[config.mk]
export PLATFORM = sky130hd
export DESIGN_NAME = tmr_core
export DESIGN_NICKNAME = d
export VERILOG_FILES = /design/src/inc/tmr_pkg.sv /design/src/hw/tmr_core.sv
export SDC_FILE = /design/constraint.sdc
export NUM_CORES = 1
export LEC_CHECK = 0
export BUFFER_PORTS_ARGS = -buffer_cell sky130_fd_sc_hd__buf_2
export CAP_MARGIN = 20
export CELL_PAD_IN_SITES_DETAIL_PLACEMENT = 1
export CELL_PAD_IN_SITES_GLOBAL_PLACEMENT = 1
export CORE_MARGIN = 2
export CORE_UTILIZATION = 48
export DETAILED_ROUTE_END_ITERATION = 10
export GPL_TIMING_DRIVEN = 0
export PLACE_DENSITY_LB_ADDON = 0.1
export SETUP_SLACK_MARGIN = 0.5
export SLEW_MARGIN = 25
export SYNTH_ARGS = -nofsm -noshare
export SYNTH_HDL_FRONTEND = slang
export SYNTH_SLANG_ARGS = --single-unit
[constraint.sdc]
create_clock -name core_clk -period 4.55 [get_ports core_clk]
set_input_delay 0.91 -clock core_clk [delete_from_list [all_inputs] [get_ports core_clk]]
set_output_delay 0.91 -clock core_clk [all_outputs]
set_load 0.02 [all_outputs]
[src/inc/tmr_pkg.sv]
// timer channel register map, field layout and reset values
package tmr_pkg;
  // ======================================================
  // register offsets
  localparam logic [7:0] OFS_MASK = 8'h1C;
  localparam logic [7:0] OFS_RAW = 8'h20;
  localparam logic [7:0] OFS_MSK_ST = 8'h24;
  localparam logic [7:0] OFS_CLR = 8'h28;
  localparam logic [7:0] OFS_DIV = 8'h2C;
  localparam logic [7:0] OFS_WID = 8'h30;
  localparam logic [7:0] OFS_PRD = 8'h34;
  localparam logic [7:0] OFS_PUL = 8'h38;
  localparam logic [7:0] OFS_DIV_ACT = 8'h3C;
  localparam logic [7:0] OFS_WID_ACT = 8'h40;
  localparam logic [7:0] OFS_PRD_ACT = 8'h44;
  localparam logic [7:0] OFS_PUL_ACT = 8'h48;
  localparam logic [7:0] OFS_CAP_DN = 8'h50;
  localparam logic [7:0] OFS_COUNT = 8'h54;
  localparam logic [7:0] OFS_CTRL = 8'h60;
  // ======================================================
  // event bit positions
  localparam int EV_RUN_BEGIN = 0;
  localparam int EV_RUN_HALT = 1;
  localparam int EV_PRD_BEGIN = 2;
  localparam int EV_PRD_FINISH = 3;
  localparam int EV_PULSE = 4;
  localparam int EV_WRAP = 5;
  localparam int EV_CAPTURE = 6;
  localparam int NUM_EV = 7;
  // ======================================================
  // divider fields
  localparam int DIV_EXP_LSB = 0;
  localparam int DIV_EXP_W = 4;
  localparam int DIV_LIN_LSB = 4;
  localparam int DIV_LIN_W = 11;
  // ======================================================
  // control register bits (own register)
  localparam int CTL_START = 0;
  localparam int CTL_STOP = 1;
  localparam int CTL_UPDATE = 2;
  localparam int CTL_WAVE = 3;
  localparam int CTL_WRAP = 4;
  localparam int CTL_CAPF = 5;
  // ======================================================
  // reset values
  localparam logic [3:0] WID_RESET = 4'hF;
  localparam logic [15:0] CNT_RESET = 16'h0000;
endpackage

[src/hw/tmr_core.sv]
// timer channel: events, staged divider, width mask, period and pulse
//
// The implementer's own choice: the address-and-strobe port.
module tmr_core
  import tmr_pkg::*;
#(
  parameter int CW = 16 // counter width
) (
  input wire logic core_clk, // 10 MHz clock
  input wire logic arst_n, // async reset, active low
  input wire logic [7:0] addr, // byte address
  input wire logic [31:0] wdata, // write data
  input wire logic wr, // write strobe
  input wire logic rd, // read strobe
  output logic [31:0] rdata, // read data, cycle after rd
  input wire logic cap_in, // external capture input
  output logic irq, // combined masked events
  output logic running // counter running
);
  import tmr_pkg::*;

  // ======================================================
  // registers
  logic [NUM_EV-1:0] ev_mask;
  logic [NUM_EV-1:0] ev_raw;
  logic [14:0] div_stg;
  logic [14:0] div_act;
  logic [3:0] wid_stg;
  logic [3:0] wid_act;
  logic [CW-1:0] prd_stg;
  logic [CW-1:0] prd_act;
  logic [CW-1:0] pul_stg;
  logic [CW-1:0] pul_act;
  logic [CW-1:0] count;
  logic [CW-1:0] cap_dn;
  logic wave_en;
  logic wrap_mode;
  logic capf_en;
  logic cap_q;
  logic [DIV_LIN_W-1:0] lin_cnt;
  logic [15:0] exp_cnt;
  logic [NUM_EV-1:0] ev_set;

  logic wr_ctl;
  logic do_start;
  logic do_stop;
  logic do_load;
  assign wr_ctl = wr && (addr == OFS_CTRL);
  assign do_start = wr_ctl && wdata[CTL_START];
  assign do_stop = wr_ctl && wdata[CTL_STOP] && !wdata[CTL_START];
  // start reloads the staged values as an update does
  assign do_load = wr_ctl && (wdata[CTL_UPDATE] || wdata[CTL_START]);

  // ======================================================
  // width mask as a value mask on the count
  logic [CW-1:0] wmask;
  always_comb begin
    wmask = '0;
    for (int i = 0; i < CW; i++) begin
      if (i <= int'(wid_act))
        wmask[i] = 1'b1;
    end
  end
  logic [CW-1:0] cnt_max;
  assign cnt_max = wmask;

  // ======================================================
  // staged registers and control bits
  always_ff @(posedge core_clk or negedge arst_n) begin
    if (!arst_n) begin
      ev_mask <= '0;
      div_stg <= '0;
      wid_stg <= WID_RESET;
      prd_stg <= '0;
      pul_stg <= '0;
      wave_en <= 1'b0;
      wrap_mode <= 1'b0;
      capf_en <= 1'b0;
    end else if (wr) begin
      if (addr == OFS_MASK)
        ev_mask <= wdata[NUM_EV-1:0];
      else if (addr == OFS_DIV)
        div_stg <= wdata[14:0];
      else if (addr == OFS_WID)
        wid_stg <= wdata[3:0];
      else if (addr == OFS_PRD)
        prd_stg <= wdata[CW-1:0];
      else if (addr == OFS_PUL)
        pul_stg <= wdata[CW-1:0];
      else if (addr == OFS_CTRL) begin
        wave_en <= wdata[CTL_WAVE];
        wrap_mode <= wdata[CTL_WRAP];
        capf_en <= wdata[CTL_CAPF];
      end
    end
  end

  // ======================================================
  // active copies
  always_ff @(posedge core_clk or negedge arst_n) begin
    if (!arst_n) begin
      div_act <= '0;
      wid_act <= WID_RESET;
      prd_act <= '0;
      pul_act <= '0;
    end else if (do_load) begin
      div_act <= div_stg;
      wid_act <= wid_stg;
      prd_act <= prd_stg;
      pul_act <= pul_stg;
    end
  end

  // ======================================================
  // prescaler: linear stage then power-of-two stage
  logic lin_tick;
  logic tick;
  logic [15:0] exp_lim;
  // >= so a smaller divider loaded mid-run cannot strand the stage counters
  assign lin_tick = running && (lin_cnt >= div_act[DIV_LIN_LSB +: DIV_LIN_W]);
  assign exp_lim = 16'((32'd1 << div_act[DIV_EXP_LSB +: DIV_EXP_W]) - 32'd1);
  assign tick = lin_tick && (exp_cnt >= exp_lim);

  always_ff @(posedge core_clk or negedge arst_n) begin
    if (!arst_n) begin
      lin_cnt <= '0;
      exp_cnt <= '0;
    end else if (!running || do_start) begin
      lin_cnt <= '0;
      exp_cnt <= '0;
    end else if (lin_tick) begin
      lin_cnt <= '0;
      exp_cnt <= tick ? 16'h0000 : exp_cnt + 16'h0001;
    end else begin
      lin_cnt <= lin_cnt + DIV_LIN_W'(1);
    end
  end

  // ======================================================
  // counter
  logic at_prd;
  logic at_max;
  assign at_prd = (count == (prd_act & wmask));
  assign at_max = (count == cnt_max);

  always_ff @(posedge core_clk or negedge arst_n) begin
    if (!arst_n) begin
      running <= 1'b0;
    end else if (do_start) begin
      running <= 1'b1;
    end else if (do_stop) begin
      running <= 1'b0;
    end
  end

  always_ff @(posedge core_clk or negedge arst_n) begin
    if (!arst_n) begin
      count <= CNT_RESET;
    end else if (do_start) begin
      count <= CNT_RESET;
    end else if (tick) begin
      if (wrap_mode ? at_max : at_prd)
        count <= CNT_RESET;
      else
        count <= (count + CW'(1)) & wmask;
    end
  end

  // ======================================================
  // capture on falling edge; input is synchronous
  always_ff @(posedge core_clk or negedge arst_n) begin
    if (!arst_n) begin
      cap_q <= 1'b0;
      cap_dn <= '0;
    end else begin
      cap_q <= cap_in;
      if (capf_en && cap_q && !cap_in)
        cap_dn <= count;
    end
  end

  // ======================================================
  // event sources
  always_comb begin
    ev_set = '0;
    // run begin
    // enable written beside start counts, it is stored in that same write
    ev_set[EV_RUN_BEGIN] = do_start && wdata[CTL_WAVE];
    ev_set[EV_RUN_HALT] = do_stop && running && wave_en;
    ev_set[EV_PRD_BEGIN] = running && tick && (count == CNT_RESET);
    ev_set[EV_PRD_FINISH] = running && tick && at_prd;
    ev_set[EV_PULSE] = running && tick && (count == (pul_act & wmask));
    ev_set[EV_WRAP] = running && tick && wrap_mode && at_max;
    ev_set[EV_CAPTURE] = capf_en && cap_q && !cap_in;
  end

  // sticky flags; a set in the clearing cycle wins
  logic [NUM_EV-1:0] ev_clr;
  assign ev_clr = (wr && addr == OFS_CLR) ? wdata[NUM_EV-1:0] : '0;

  generate
    for (genvar g = 0; g < NUM_EV; g++) begin : g_flag
      always_ff @(posedge core_clk or negedge arst_n) begin
        if (!arst_n)
          ev_raw[g] <= 1'b0;
        else if (ev_set[g])
          ev_raw[g] <= 1'b1;
        else if (ev_clr[g])
          ev_raw[g] <= 1'b0;
      end
    end
  endgenerate

  // ======================================================
  // interrupt output from next-state flags keeps it registered
  logic [NUM_EV-1:0] next_raw;
  assign next_raw = ev_set | (ev_raw & ~ev_clr);
  always_ff @(posedge core_clk or negedge arst_n) begin
    if (!arst_n)
      irq <= 1'b0;
    else
      irq <= |(next_raw & (wr && addr == OFS_MASK ? wdata[NUM_EV-1:0] : ev_mask));
  end

  // ======================================================
  // read port; unmapped addresses read zero
  always_ff @(posedge core_clk or negedge arst_n) begin
    if (!arst_n) begin
      rdata <= '0;
    end else if (rd) begin
      rdata <= '0;
      if (addr == OFS_MASK)
        rdata[NUM_EV-1:0] <= ev_mask;
      else if (addr == OFS_RAW)
        rdata[NUM_EV-1:0] <= ev_raw;
      else if (addr == OFS_MSK_ST)
        rdata[NUM_EV-1:0] <= ev_raw & ev_mask;
      else if (addr == OFS_DIV)
        rdata[14:0] <= div_stg;
      else if (addr == OFS_WID)
        rdata[3:0] <= wid_stg;
      else if (addr == OFS_PRD)
        rdata[CW-1:0] <= prd_stg;
      else if (addr == OFS_PUL)
        rdata[CW-1:0] <= pul_stg;
      else if (addr == OFS_DIV_ACT)
        rdata[14:0] <= div_act;
      else if (addr == OFS_WID_ACT)
        rdata[3:0] <= wid_act;
      else if (addr == OFS_PRD_ACT)
        rdata[CW-1:0] <= prd_act;
      else if (addr == OFS_PUL_ACT)
        rdata[CW-1:0] <= pul_act;
      else if (addr == OFS_CAP_DN)
        rdata[CW-1:0] <= cap_dn;
      else if (addr == OFS_COUNT)
        rdata[CW-1:0] <= count;
      else if (addr == OFS_CTRL)
        rdata[5:0] <= {capf_en, wrap_mode, wave_en, 2'b00, running};
    end
  end
endmodule

# After elaboration in Yosys (flattened, before gate mapping)
# Index checks and enable logic that the tools add are counted.
[totals] output_inout_bits=34 latchBits=0 mem_bits_rw=0 ff_bits=197 romBits=0 elab_cells=206 in_bits=45 memories=0
[op_classes] reduce_logical=43 eq_ne=18 bitwise_logic=13 mul=0 mux=83 add_sub_neg=4 n_shift=1 magnitude_cmp=17 div_mod_pow=0
[op_table] op="16-bit two-way mux" n=21
[op_table] op="12-bit two-way mux" n=11
[op_table] op="8-bit by 6-bit equality test with 1-bit output (second input constant)" n=8
[op_table] op="16-bit bitwise AND" n=3
[op_table] op="16-bit equality test" n=3
[op_table] op="8-bit by 7-bit equality test with 1-bit output (second input constant)" n=6
[op_table] op="7-bit two-way mux" n=5
[op_table] op="1-bit two-way mux" n=34
[op_table] op="16-bit by 1-bit adder with 16-bit output (second input constant)" n=2
[op_table] op="4-bit <= comparator (first input constant)" n=8
[op_table] op="15-bit two-way mux" n=2
[op_table] op="9-bit two-way mux" n=3
[op_table] op="11-bit two-way mux" n=2
[op_table] op="7-bit bitwise AND" n=3
[op_table] op="1-bit logical AND" n=20
[op_table] op="2-bit nonzero test" n=10
[op_table] op="16-bit >= comparator" n=1
[op_table] op="3-bit by 4-bit <= comparator with 1-bit output (first input constant)" n=4
[op_table] op="16-bit zero test" n=1
[op_table] op="1-bit by 4-bit << shifter with 16-bit output (first input constant)" n=1
[op_table] op="16-bit by 1-bit subtractor with 16-bit output (second input constant)" n=1
[op_table] op="6-bit two-way mux" n=2
[op_table] op="11-bit by 1-bit adder with 11-bit output (second input constant)" n=1
[op_table] op="11-bit >= comparator" n=1
[op_table] op="other kinds (17)" n=26

# Longest topological paths before layout
# Gate-level depths: netlist of the first run.
[depth] word_depth=34 ltp_mapped=18 depth_no_buf=15

# Worst setup path after synthesis of the first run
# Ideal clock, no wire load.
[synth_timing] path_type="flip-flop to flip-flop" startpoint="register div_act[2]" endpoint="register count[12]" setup_ps=130 t_arrival_ps=3307 slack_ps=1113 synth_period_minus_slack_ps=3437 required_time_ps=4420 path_stages_with_launch=18 n_path_buf=3 cell_sequence="dfrtp_1 -> nor3_1 -> nand2b_1 -> ha_1 -> clkbuf_1 -> nor4b_1 -> a21oi_1 -> o22a_1 -> ha_1 -> nand4_1 -> a211oi_1 -> a211o_1 -> nand3_1 -> and2_1 -> buf_2 -> buf_2 -> a32oi_1 -> o41ai_1"
[synth_between] elab_chain_len=5
[synth_lines] element="start: declaration" line_no="tmr_core.sv:27" text="logic [14:0] div_act;"
[synth_lines] element="start signal: assignment" line_no="tmr_core.sv:107" text="div_act <= div_stg;"
[synth_lines] element="1-bit by 4-bit << shifter with 16-bit output" line_no="tmr_core.sv:121" text="assign exp_lim = 16'((32'd1 << div_act[DIV_EXP_LSB +: DIV_EXP_W]) - 32'd1);"
[synth_lines] element="16-bit by 1-bit subtractor with 16-bit output" line_no="tmr_core.sv:121"
[synth_lines] element="16-bit >= comparator" line_no="tmr_core.sv:122" text="assign tick = lin_tick && (exp_cnt >= exp_lim);"
[synth_lines] element="1-bit logical AND" line_no="tmr_core.sv:122"
[synth_lines] element="2-bit nonzero test (no source line)"
[synth_lines] element="end signal: assignment" line_no="tmr_core.sv:165" text="count <= (count + CW'(1)) & wmask;"
[synth_lines] element="end: declaration" line_no="tmr_core.sv:34" text="logic [CW-1:0] count;"
# No other way between the ends.
# A chain may end at the register's enable or synchronous reset.

# Final worst setup path of the first run
[layout_timing] startpoint="register div_act[2]" endpoint="register count[8]"
# The elaborated chain is that of the path after synthesis.

==> results of run 1 <==
## worst min path at each step
stage            endpoint  slack (ps)
2_1_floorplan  wid_act[0]         440
3_3_place_gp     rdata[2]         460
3_5_place_dp   wid_act[3]         470
4_1_cts        ev_mask[2]         360
5_1_grt        ev_mask[2]         370
6_report       ev_mask[2]         340
## layer usage
| layer | GRT usage | part of all wire | vias up |
|---|---|---|---|
| li1 | - | - | 4539 |
| met1 | 0.482 | 0.44 | 5232 |
| met2 | 0.519 | 0.44 | 427 |
| met3 | 0.0768 | 0.085 | 85 |
| met4 | 0.105 | 0.028 | 2 |
| met5 | 0 | 0.00042 | - |
## critical path: cells and delay by family, from the launching register on
family          cells  cell delay, ps
simple gates        7            1610
compound gates      5             960
fa+ha+maj           2             500
flops               1             490
buf+inv             1             180
## power by group
group / internal [mW] / switching [mW] / total [mW]
registers: 1.81 / 0.0539 / 1.86
logic: 0.0923 / 0.176 / 0.268
clock network: 0.789 / 0.865 / 1.65
## final cells by class
type                    count  area (sq um)  share of cell area
repair buffers             49           305              0.0239
clock buffers              18           439              0.0343
clock inverters            14           206              0.0161
plain buffers              84           444              0.0347
well taps                 319           399              0.0312
flip-flops and latches    197          4940               0.386
multi-input cells         910          5920               0.462
inverters                  37           139              0.0109
## state kept, by name (all words and copies together) (netlist names), 4 cells and up
signal and flops:
cap_dn 16, count 16, exp_cnt 16, prd_act 16
prd_stg 16, pul_act 16, pul_stg 16, rdata 16
div_act 15, div_stg 15, lin_cnt 11, ev_mask 7
ev_raw 7, wid_act 4, wid_stg 4
## cell usage after synthesis (9+ instances only)
master    number
mux2_2        67
o21ai_0       82
nand2b_1      30
a22oi_1       33
nor4_1        10
nand3_1       54
buf_2         16
a211oi_1      12
a21oi_1       25
buf_4         19
xor2_1        16
clkbuf_1      41
a221o_1        9
nand2_1      219
ha_1          32
and2_1        10
o22ai_1       19
a31oi_1       11
nand4_1       12
inv_1         35
xnor2_1       15
nor2_1        49
dfrtp_1      189
and3_1        19
nor3_1        16
## kinds of logic after synthesis
kind of cell / share of synthesized area
AOI/OAI and AO/OA: 0.173
xor gates and xnor gates: 0.0240
adders and majority gates: 0.0354
buffers and inverters: 0.0502
DFF: 0.436
muxes: 0.0711
other: 0.000664
and+or+nand+nor: 0.209
## through the flow
stage | setup slack [ps] | setup TNS, ps | total power [mW]
after global placement | -892 | -162900 | 2.14
final | 738 | 0 | 3.78
after global routing | 485 | 0 | 3.90
after CTS | 546 | 0 | 3.80
after floorplan | 1110 | 0 | 2.02
after detailed placement | 241 | 0 | 2.16
## what timing repair did
item                                   CTS  global route
setup buffers                            0             2
pin swaps                                0             1
setup endpoints to repair               16            27
endpoints found under the hold margin    0             0
resized for setup                        5            21
==> flow_metrics.tcl, run 1 <==
set metrics [dict create \
    status "finished, final reports clean" \
    dp_cells 1594 \
    clk_latency_ps 460 \
    grt_max_degree 91 \
    antenna_cells 0 \
    reg2reg_from "div_act[2]" \
    slowest_delay_ps 490 \
    maxSlewViolCount 0 \
    regToRegEndpoint "count[8]" \
    fmax_mhz 262 \
    cts_made_buffers 17 \
    cts_max_path_buffers 2 \
    io_buffers 45 \
    antenna_found_initial 1 \
    syn_area_per_cell_sq_um 9.33 \
    fp.dieH_um 158 \
    clkSinkCount 197 \
    synth_seq_cells 197 \
    async_flop_share 1.00 \
    syn_area_sq_um 11300 \
    wl_per_cell_um 25.1 \
    synth_enable_flop_cells 0 \
    leakagePower_nw 5.97 \
    vias 10285 \
    fin_util 0.548 \
    ant_nets 0 \
    critical_path_class "reg2reg" \
    cts_root_buf "clkbuf_16" \
    cp_max_fo 10 \
    cp-endpoint "count[8]" \
    syn_to_final_growth_pct 13.0 \
    pin_count 79 \
    overflow 0 \
    cts_tree "done" \
    cpMaxStageDelayCell "dfrtp_2" \
    vdd_drop_max_mv 0.222 \
    r2r_setup_slack_ps 740 \
    final_common_cell "nand2_1" \
    cp-end-kind "register" \
    setup_viol 0 \
    p_per_area_nw_per_um2 296 \
    h-tree-depth 4 \
    finalNetCount 1373 \
    nFillCells 2671 \
    final.period_utilization 0.838 \
    cp_data_arrival_time_ps 4200 \
    cp_data_required_time_ps 4940 \
    avgViaCountPerCell 6.32 \
    cts.clk_slew.worst_paths_ps 90 \
    track_usage 0.340 \
    die-area_sq_um 24800 \
    crit_start "div_act[2]" \
    first_iter_violations 979 \
    syn-instance-count 1213 \
    synth.top_cell.area_share 0.418 \
    yosys-top-cells-area "dfrtp_1, nand2_1, mux2_2" \
    drt-total-wl_mm 40.9 \
    start_util 0.485 \
    ys.flop_type "dfrtp_1" \
    drc 0 \
    rows 56 \
    yosys.area.top_type "dfrtp_1" \
    hold_buffers 0 \
    seq_area_frac_synth 0.436 \
    hold_ws_ps 338 \
    grt_pass1_wl_mm 63.0 \
    drive_gt1_frac 0.179 \
    hold_viol 0 \
    hold_path_class "in2async" \
    first_global_vias 10356 \
    r2r_cells 15 \
    tightestPinTransition_ps 912 \
    slew-limit-headroom 0.389 \
    placed_cell_area_sq_um 12100 \
    die_w_um 158 \
    crit_path_start_kind "register" \
    yosysWarningCount 0 \
    post-dp-hpwl_mm 31.3 \
    rsz0062_at_grt "false" \
    postLayoutCellArea_sq_um 12800 \
    cap_violations 0 \
    core_sq_um 23300 \
    path_cells "nor3_4 > nand2b_1 > ha_1 > buf_2 > nor4b_2 > a21oi_1 > o22a_1 > ha_1 > nand4_1 > a211oi_2 > a211o_1 > nand3_1 > nor3_4 > o2111ai_1 > nand3_1" \
    fin_skew_ps 16.8 \
    min_period_ps 3810 \
    dr.pass1.iters 5 \
    layout_common_cells "nand2_1, dfrtp_1, o21ai_0, mux2_2, buf_2" \
    final_cells 1628 \
    gp_congestion 0.983 \
    synth_cell_types 85 \
]
Note: power is estimated with default switching activity, not from simulation.
==> run 2, diff against run 1 <==
==> constraint.sdc (replaced) <==
create_clock -name core_clk -period 3.69 [get_ports core_clk]
set_input_delay 0.738 -clock core_clk [delete_from_list [all_inputs] [get_ports core_clk]]
set_output_delay 0.738 -clock core_clk [all_outputs]
set_load 0.02 [all_outputs]
==> flow_metrics.tcl, run 2 (synthesis results as in run 1) <==
set metrics [dict create \
    status "finished, final reports clean" \
    p_per_area_nw_per_um2 346 \
    dr.pass1.iters 6 \
    h-tree-depth 4 \
    cts.clk_slew.worst_paths_ps 90 \
    r2r_setup_slack_ps 110 \
    cts_tree "done" \
    setup_viol 0 \
    crit_path_start_kind "register" \
    fp.dieH_um 158 \
    p_total_mw 4.63 \
    rsz0062_at_grt "true" \
    cp_max_fo 10 \
    cp-end-kind "register" \
    cpMaxStageDelayCell "dfrtp_1" \
    pin_count 79 \
    cts_made_buffers 17 \
    layout_common_cells "nand2_1, dfrtp_1, mux2_2, buf_2, o21ai_0" \
    slowest_delay_ps 400 \
    vias 10432 \
    slew-limit-headroom 0.375 \
    drc 0 \
    hold_buffers 0 \
    leakagePower_nw 6.23 \
    io_buffers 45 \
    die-area_sq_um 24800 \
    drive_gt1_frac 0.234 \
    multi_input_area_sq_um 6180 \
    overflow 0 \
    avgViaCountPerCell 6.29 \
    cp_data_required_time_ps 4050 \
    cap_violations 0 \
    vdd_drop_max_mv 0.281 \
    cp_data_arrival_time_ps 3940 \
    wl_per_cell_um 25.9 \
    clk_latency_ps 450 \
    rows 56 \
    antenna_cells 0 \
    finalNetCount 1403 \
    first_global_vias 10616 \
    clkSinkCount 197 \
    grt_pass1_wl_mm 64.7 \
    min_period_ps 3580 \
    reg2reg_from "div_act[0]" \
    drt-total-wl_mm 43.0 \
    start_util 0.485 \
    die_w_um 158 \
    place_ws_ps -158 \
    cts_root_buf "clkbuf_16" \
    final.period_utilization 0.970 \
    fmax_mhz 279 \
    critical_path_class "reg2reg" \
    core_sq_um 23300 \
    maxSlewViolCount 0 \
    gp_congestion 0.936 \
    tightestPinTransition_ps 936 \
    fin_skew_ps 14.9 \
    post-dp-hpwl_mm 31.0 \
    grt_max_degree 92 \
    cts_max_path_buffers 2 \
    ff_latch_area_sq_um 4940 \
    crit_top_cell "buf_4" \
    r2r_cells 17 \
    worst-path-buf-inv 5 \
    crit_start "div_act[0]" \
    cpLargestDelayFamily "compound AO/OA/AOI/OAI gates" \
    ant_nets 0 \
    path_cells "buf_4 > nand2b_1 > ha_2 > buf_8 > buf_4 > xnor2_1 > ha_1 > a21o_1 > a31oi_2 > o21ai_1 > a211o_1 > nand3b_1 > buf_6 > buf_12 > a31oi_4 > o21ai_2 > o31ai_2" \
    syn_to_final_growth_pct 18.3 \
    antenna_found_initial 1 \
    hold_viol 0 \
    worst_slack_ps 112 \
    track_usage 0.353 \
    regToRegEndpoint "exp_cnt[14]" \
    final_common_cell "nand2_1" \
    nFillCells 2686 \
    first_iter_violations 842 \
    hold_path_class "in2async" \
]
[run 2: changes by cell type in the layout (fill, tap and decap cells not counted), moves of 4 or more]
cell,change
inv_8,-4
o21ai_1,+12
nor4_1,-5
o21ai_2,+13
buf_6,+7
clkbuf_1,-5
o21ai_0,-25
buf_4,+18
clkbuf_2,+5
[run 2: cell type report]
cell class                 count  area share
sequential                   197       0.369
inverter                      37      0.0104
multi-input combinational    910       0.462
buffer                        84      0.0383
timing repair buffer          79      0.0450
clock buffer                  18      0.0320
clock inverter                14      0.0138
tap                          319      0.0298
[run 2: layer usage]
layer,up-vias,track usage,routed length [um]
met2,408,0.549,19700
li1,4596,-,-
met1,5355,0.483,18400
met3,73,0.0854,3490
met4,0,0.119,1360
met5,-,0,0
[run 2: power by group]
part | internal [mW] | total, mW | switching (mW)
clock | 0.932 | 1.97 | 1.04
sequential | 2.23 | 2.29 | 0.0648
combinational | 0.129 | 0.362 | 0.232
[run 2: what timing repair did]
action                                 CTS  global route
gates cloned                             2             2
pin swaps                               16            18
setup buffers                           23             4
setup endpoints to repair               38            66
endpoints found under the hold margin    0             0
resized for setup                       60            50
[run 2: metrics by stage]
step | std cells | cell area (sq um) | TNS [ps] | hold slack, ps | util
final | 1658 | 13400 | 0 | 119 | 0.574
after global placement | 1592 | 12100 | -295570 | 458 | 0.517
after CTS | 1652 | 13200 | 0 | 122 | 0.564
after floorplan | 1228 | 11400 | 0 | 442 | -
after detailed placement | 1595 | 12100 | -958 | 466 | 0.520
after global routing | 1658 | 13400 | -7.18 | 119 | 0.574
[run 2: worst max-delay path by stage]
stage                              to  depth (start not counted)  slack (ps)
after floorplan             count[12]                         17         500
after global placement     lin_cnt[7]                          1       -1570
after detailed placement    count[12]                         17        -160
after CTS                    count[8]                         17         240
after global routing      exp_cnt[13]                         17          -7
final                     exp_cnt[14]                         17         110
[run 2: worst register-to-register path: stages (launching register included)]
cell and delay [ps]:
dfrtp_1 400, buf_4 200, nand2b_1 200, ha_2 230, buf_8 140, buf_4 130
xnor2_1 120, ha_1 350, a21o_1 210, a31oi_2 180, o21ai_1 100, a211o_1 380
nand3b_1 240, buf_6 190, buf_12 140, a31oi_4 140, o21ai_2 70, o31ai_2 90
==> run 3, diff against run 2 <==
--- a/config.mk
+++ b/config.mk
@@ -14,7 +14,7 @@
 export DETAILED_ROUTE_END_ITERATION = 10
 export GPL_TIMING_DRIVEN = 0
 export PLACE_DENSITY_LB_ADDON = 0.1
-export SETUP_SLACK_MARGIN = 0.5
+export SETUP_SLACK_MARGIN = 0.3
 export SLEW_MARGIN = 25
 export SYNTH_ARGS = -nofsm -noshare
 export SYNTH_HDL_FRONTEND = slang
==> flow_metrics.tcl, run 3 (synthesis results as in run 1) <==
set metrics [dict create \
    status "finished, final reports clean" \
    start_util 0.485 \
    crit_path_start_kind "register" \
    final.period_utilization 0.953 \
    antenna_found_initial 1 \
    pin_count 79 \
    final_common_cell "nand2_1" \
    cp_data_arrival_time_ps 3840 \
    slew-limit-headroom 0.380 \
    p_total_mw 4.62 \
    cts.clk_slew.worst_paths_ps 90 \
    drive_gt1_frac 0.227 \
    cts_max_path_buffers 2 \
    clkSinkCount 197 \
    finalNetCount 1396 \
    h-tree-depth 4 \
    die_w_um 158 \
    drt-total-wl_mm 42.6 \
    io_buffers 45 \
    fp.dieH_um 158 \
    tightestPinTransition_ps 926 \
    fin_skew_ps 16.6 \
    cts_made_buffers 17 \
    post-dp-hpwl_mm 31.7 \
    crit_top_cell "buf_8" \
    cp-end-kind "register" \
    cpMaxStageDelayCell "dfrtp_2" \
    vias 10475 \
    overflow 0 \
    die-area_sq_um 24800 \
    cp_data_required_time_ps 4020 \
    min_period_ps 3510 \
    avgViaCountPerCell 6.34 \
    wl_per_cell_um 25.8 \
    drc 0 \
    path_cells "nor3_4 > nand2b_1 > ha_2 > buf_8 > nor4b_2 > a21oi_1 > o22a_1 > ha_1 > nand4_1 > a211oi_2 > a211o_1 > nand3_4 > and2_4 > buf_12 > buf_8 > a32oi_2 > o41ai_2" \
    core_sq_um 23300 \
    hold_buffers 0 \
    grt_pass1_wl_mm 64.3 \
    grt_max_degree 79 \
    nFillCells 2689 \
    worst_slack_ps 175 \
    first_global_vias 10415 \
    slowest_delay_ps 440 \
    setup_viol 0 \
    cts_tree "done" \
    clk_latency_ps 460 \
    track_usage 0.349 \
    ant_nets 0 \
    cts_root_buf "clkbuf_16" \
    maxSlewViolCount 0 \
    rsz0062_at_grt "true" \
    critical_path_class "reg2reg" \
    antenna_cells 0 \
    place_ws_ps -552 \
    fmax_mhz 285 \
    syn_to_final_growth_pct 17.7 \
    first_iter_violations 1049 \
    layout_common_cells "nand2_1, dfrtp_1, mux2_2, o21ai_0, buf_2" \
    dr.pass1.iters 5 \
    fin_util 0.571 \
    vdd_drop_max_mv 0.297 \
    hold_viol 0 \
    hold_path_class "in2async" \
    cap_violations 0 \
    leakagePower_nw 6.22 \
    p_per_area_nw_per_um2 346 \
    gp_congestion 0.996 \
    rows 56 \
    cp_max_fo 7 \
]
-- run 3: stage by stage --
stage / hold WS (ps) / setup TNS (ps) / cells / instance area, sq um
floorplan: 442 / 0 / 1228 / 11400
global placement: 455 / -299090 / 1592 / 12000
detailed placement: 478 / -8660 / 1595 / 12100
CTS: 213 / 0 / 1644 / 13000
global route: 237 / -0.650 / 1651 / 13300
finish: 182 / 0 / 1651 / 13300
-- run 3: repair_timing --
action / CTS / global route
pin swaps: 13 / 21
gates cloned: 0 / 2
setup endpoints to repair: 37 / 54
resized for setup: 50 / 67
buffers inserted: 17 / 5
-- run 3: cell type report --
cell class	count	area [sq um]	area share
multi-input combinational	910	6170	0.463
inverter	37	139	0.0104
timing repair buffer	72	557	0.0418
tap	319	399	0.0300
sequential	197	4940	0.371
buffer	84	503	0.0377
clock inverter	14	185	0.0139
clock buffer	18	429	0.0322
-- run 3: report_power, final --
group	leakage [nW]	internal, mW	total, mW	switching, mW
Clock	0.294	0.927	1.97	1.04
Sequential	2.61	2.23	2.29	0.0649
Combinational	3.32	0.128	0.357	0.229
Total	6.22	3.28	4.62	1.33
-- run 3: worst paths after layout --
kind / startpoint / slack, ps / cells past startpoint / to
max: div_act[1] / 180 / 17 / count[12]
min: arst_n / 180 / 1 / ev_mask[5]
max reg2reg: div_act[1] / 180 / 17 / count[12]
min reg2reg: cap_dn[2] / 490 / 2 / cap_dn[2]
max in group asynchronous: arst_n / 2430 / 3 / pul_act[2]
min in group core_clk: cap_in / 400 / 1 / cap_q
-- run 3: worst max-delay path: cells and delay by family (launching register included) --
family | cells | cell delay (ps)
simple gates | 6 | 1050
compound gates | 6 | 970
fa+ha+maj | 2 | 520
flops | 1 | 440
buf+inv | 3 | 410
-- run 3: metal layers --
layer	up-vias	part of all wire	global-route usage
li1	4569	-	-
met2	436	0.45	0.545
met4	0	0.028	0.102
met3	89	0.072	0.0578
met1	5381	0.45	0.499
met5	-	0	0
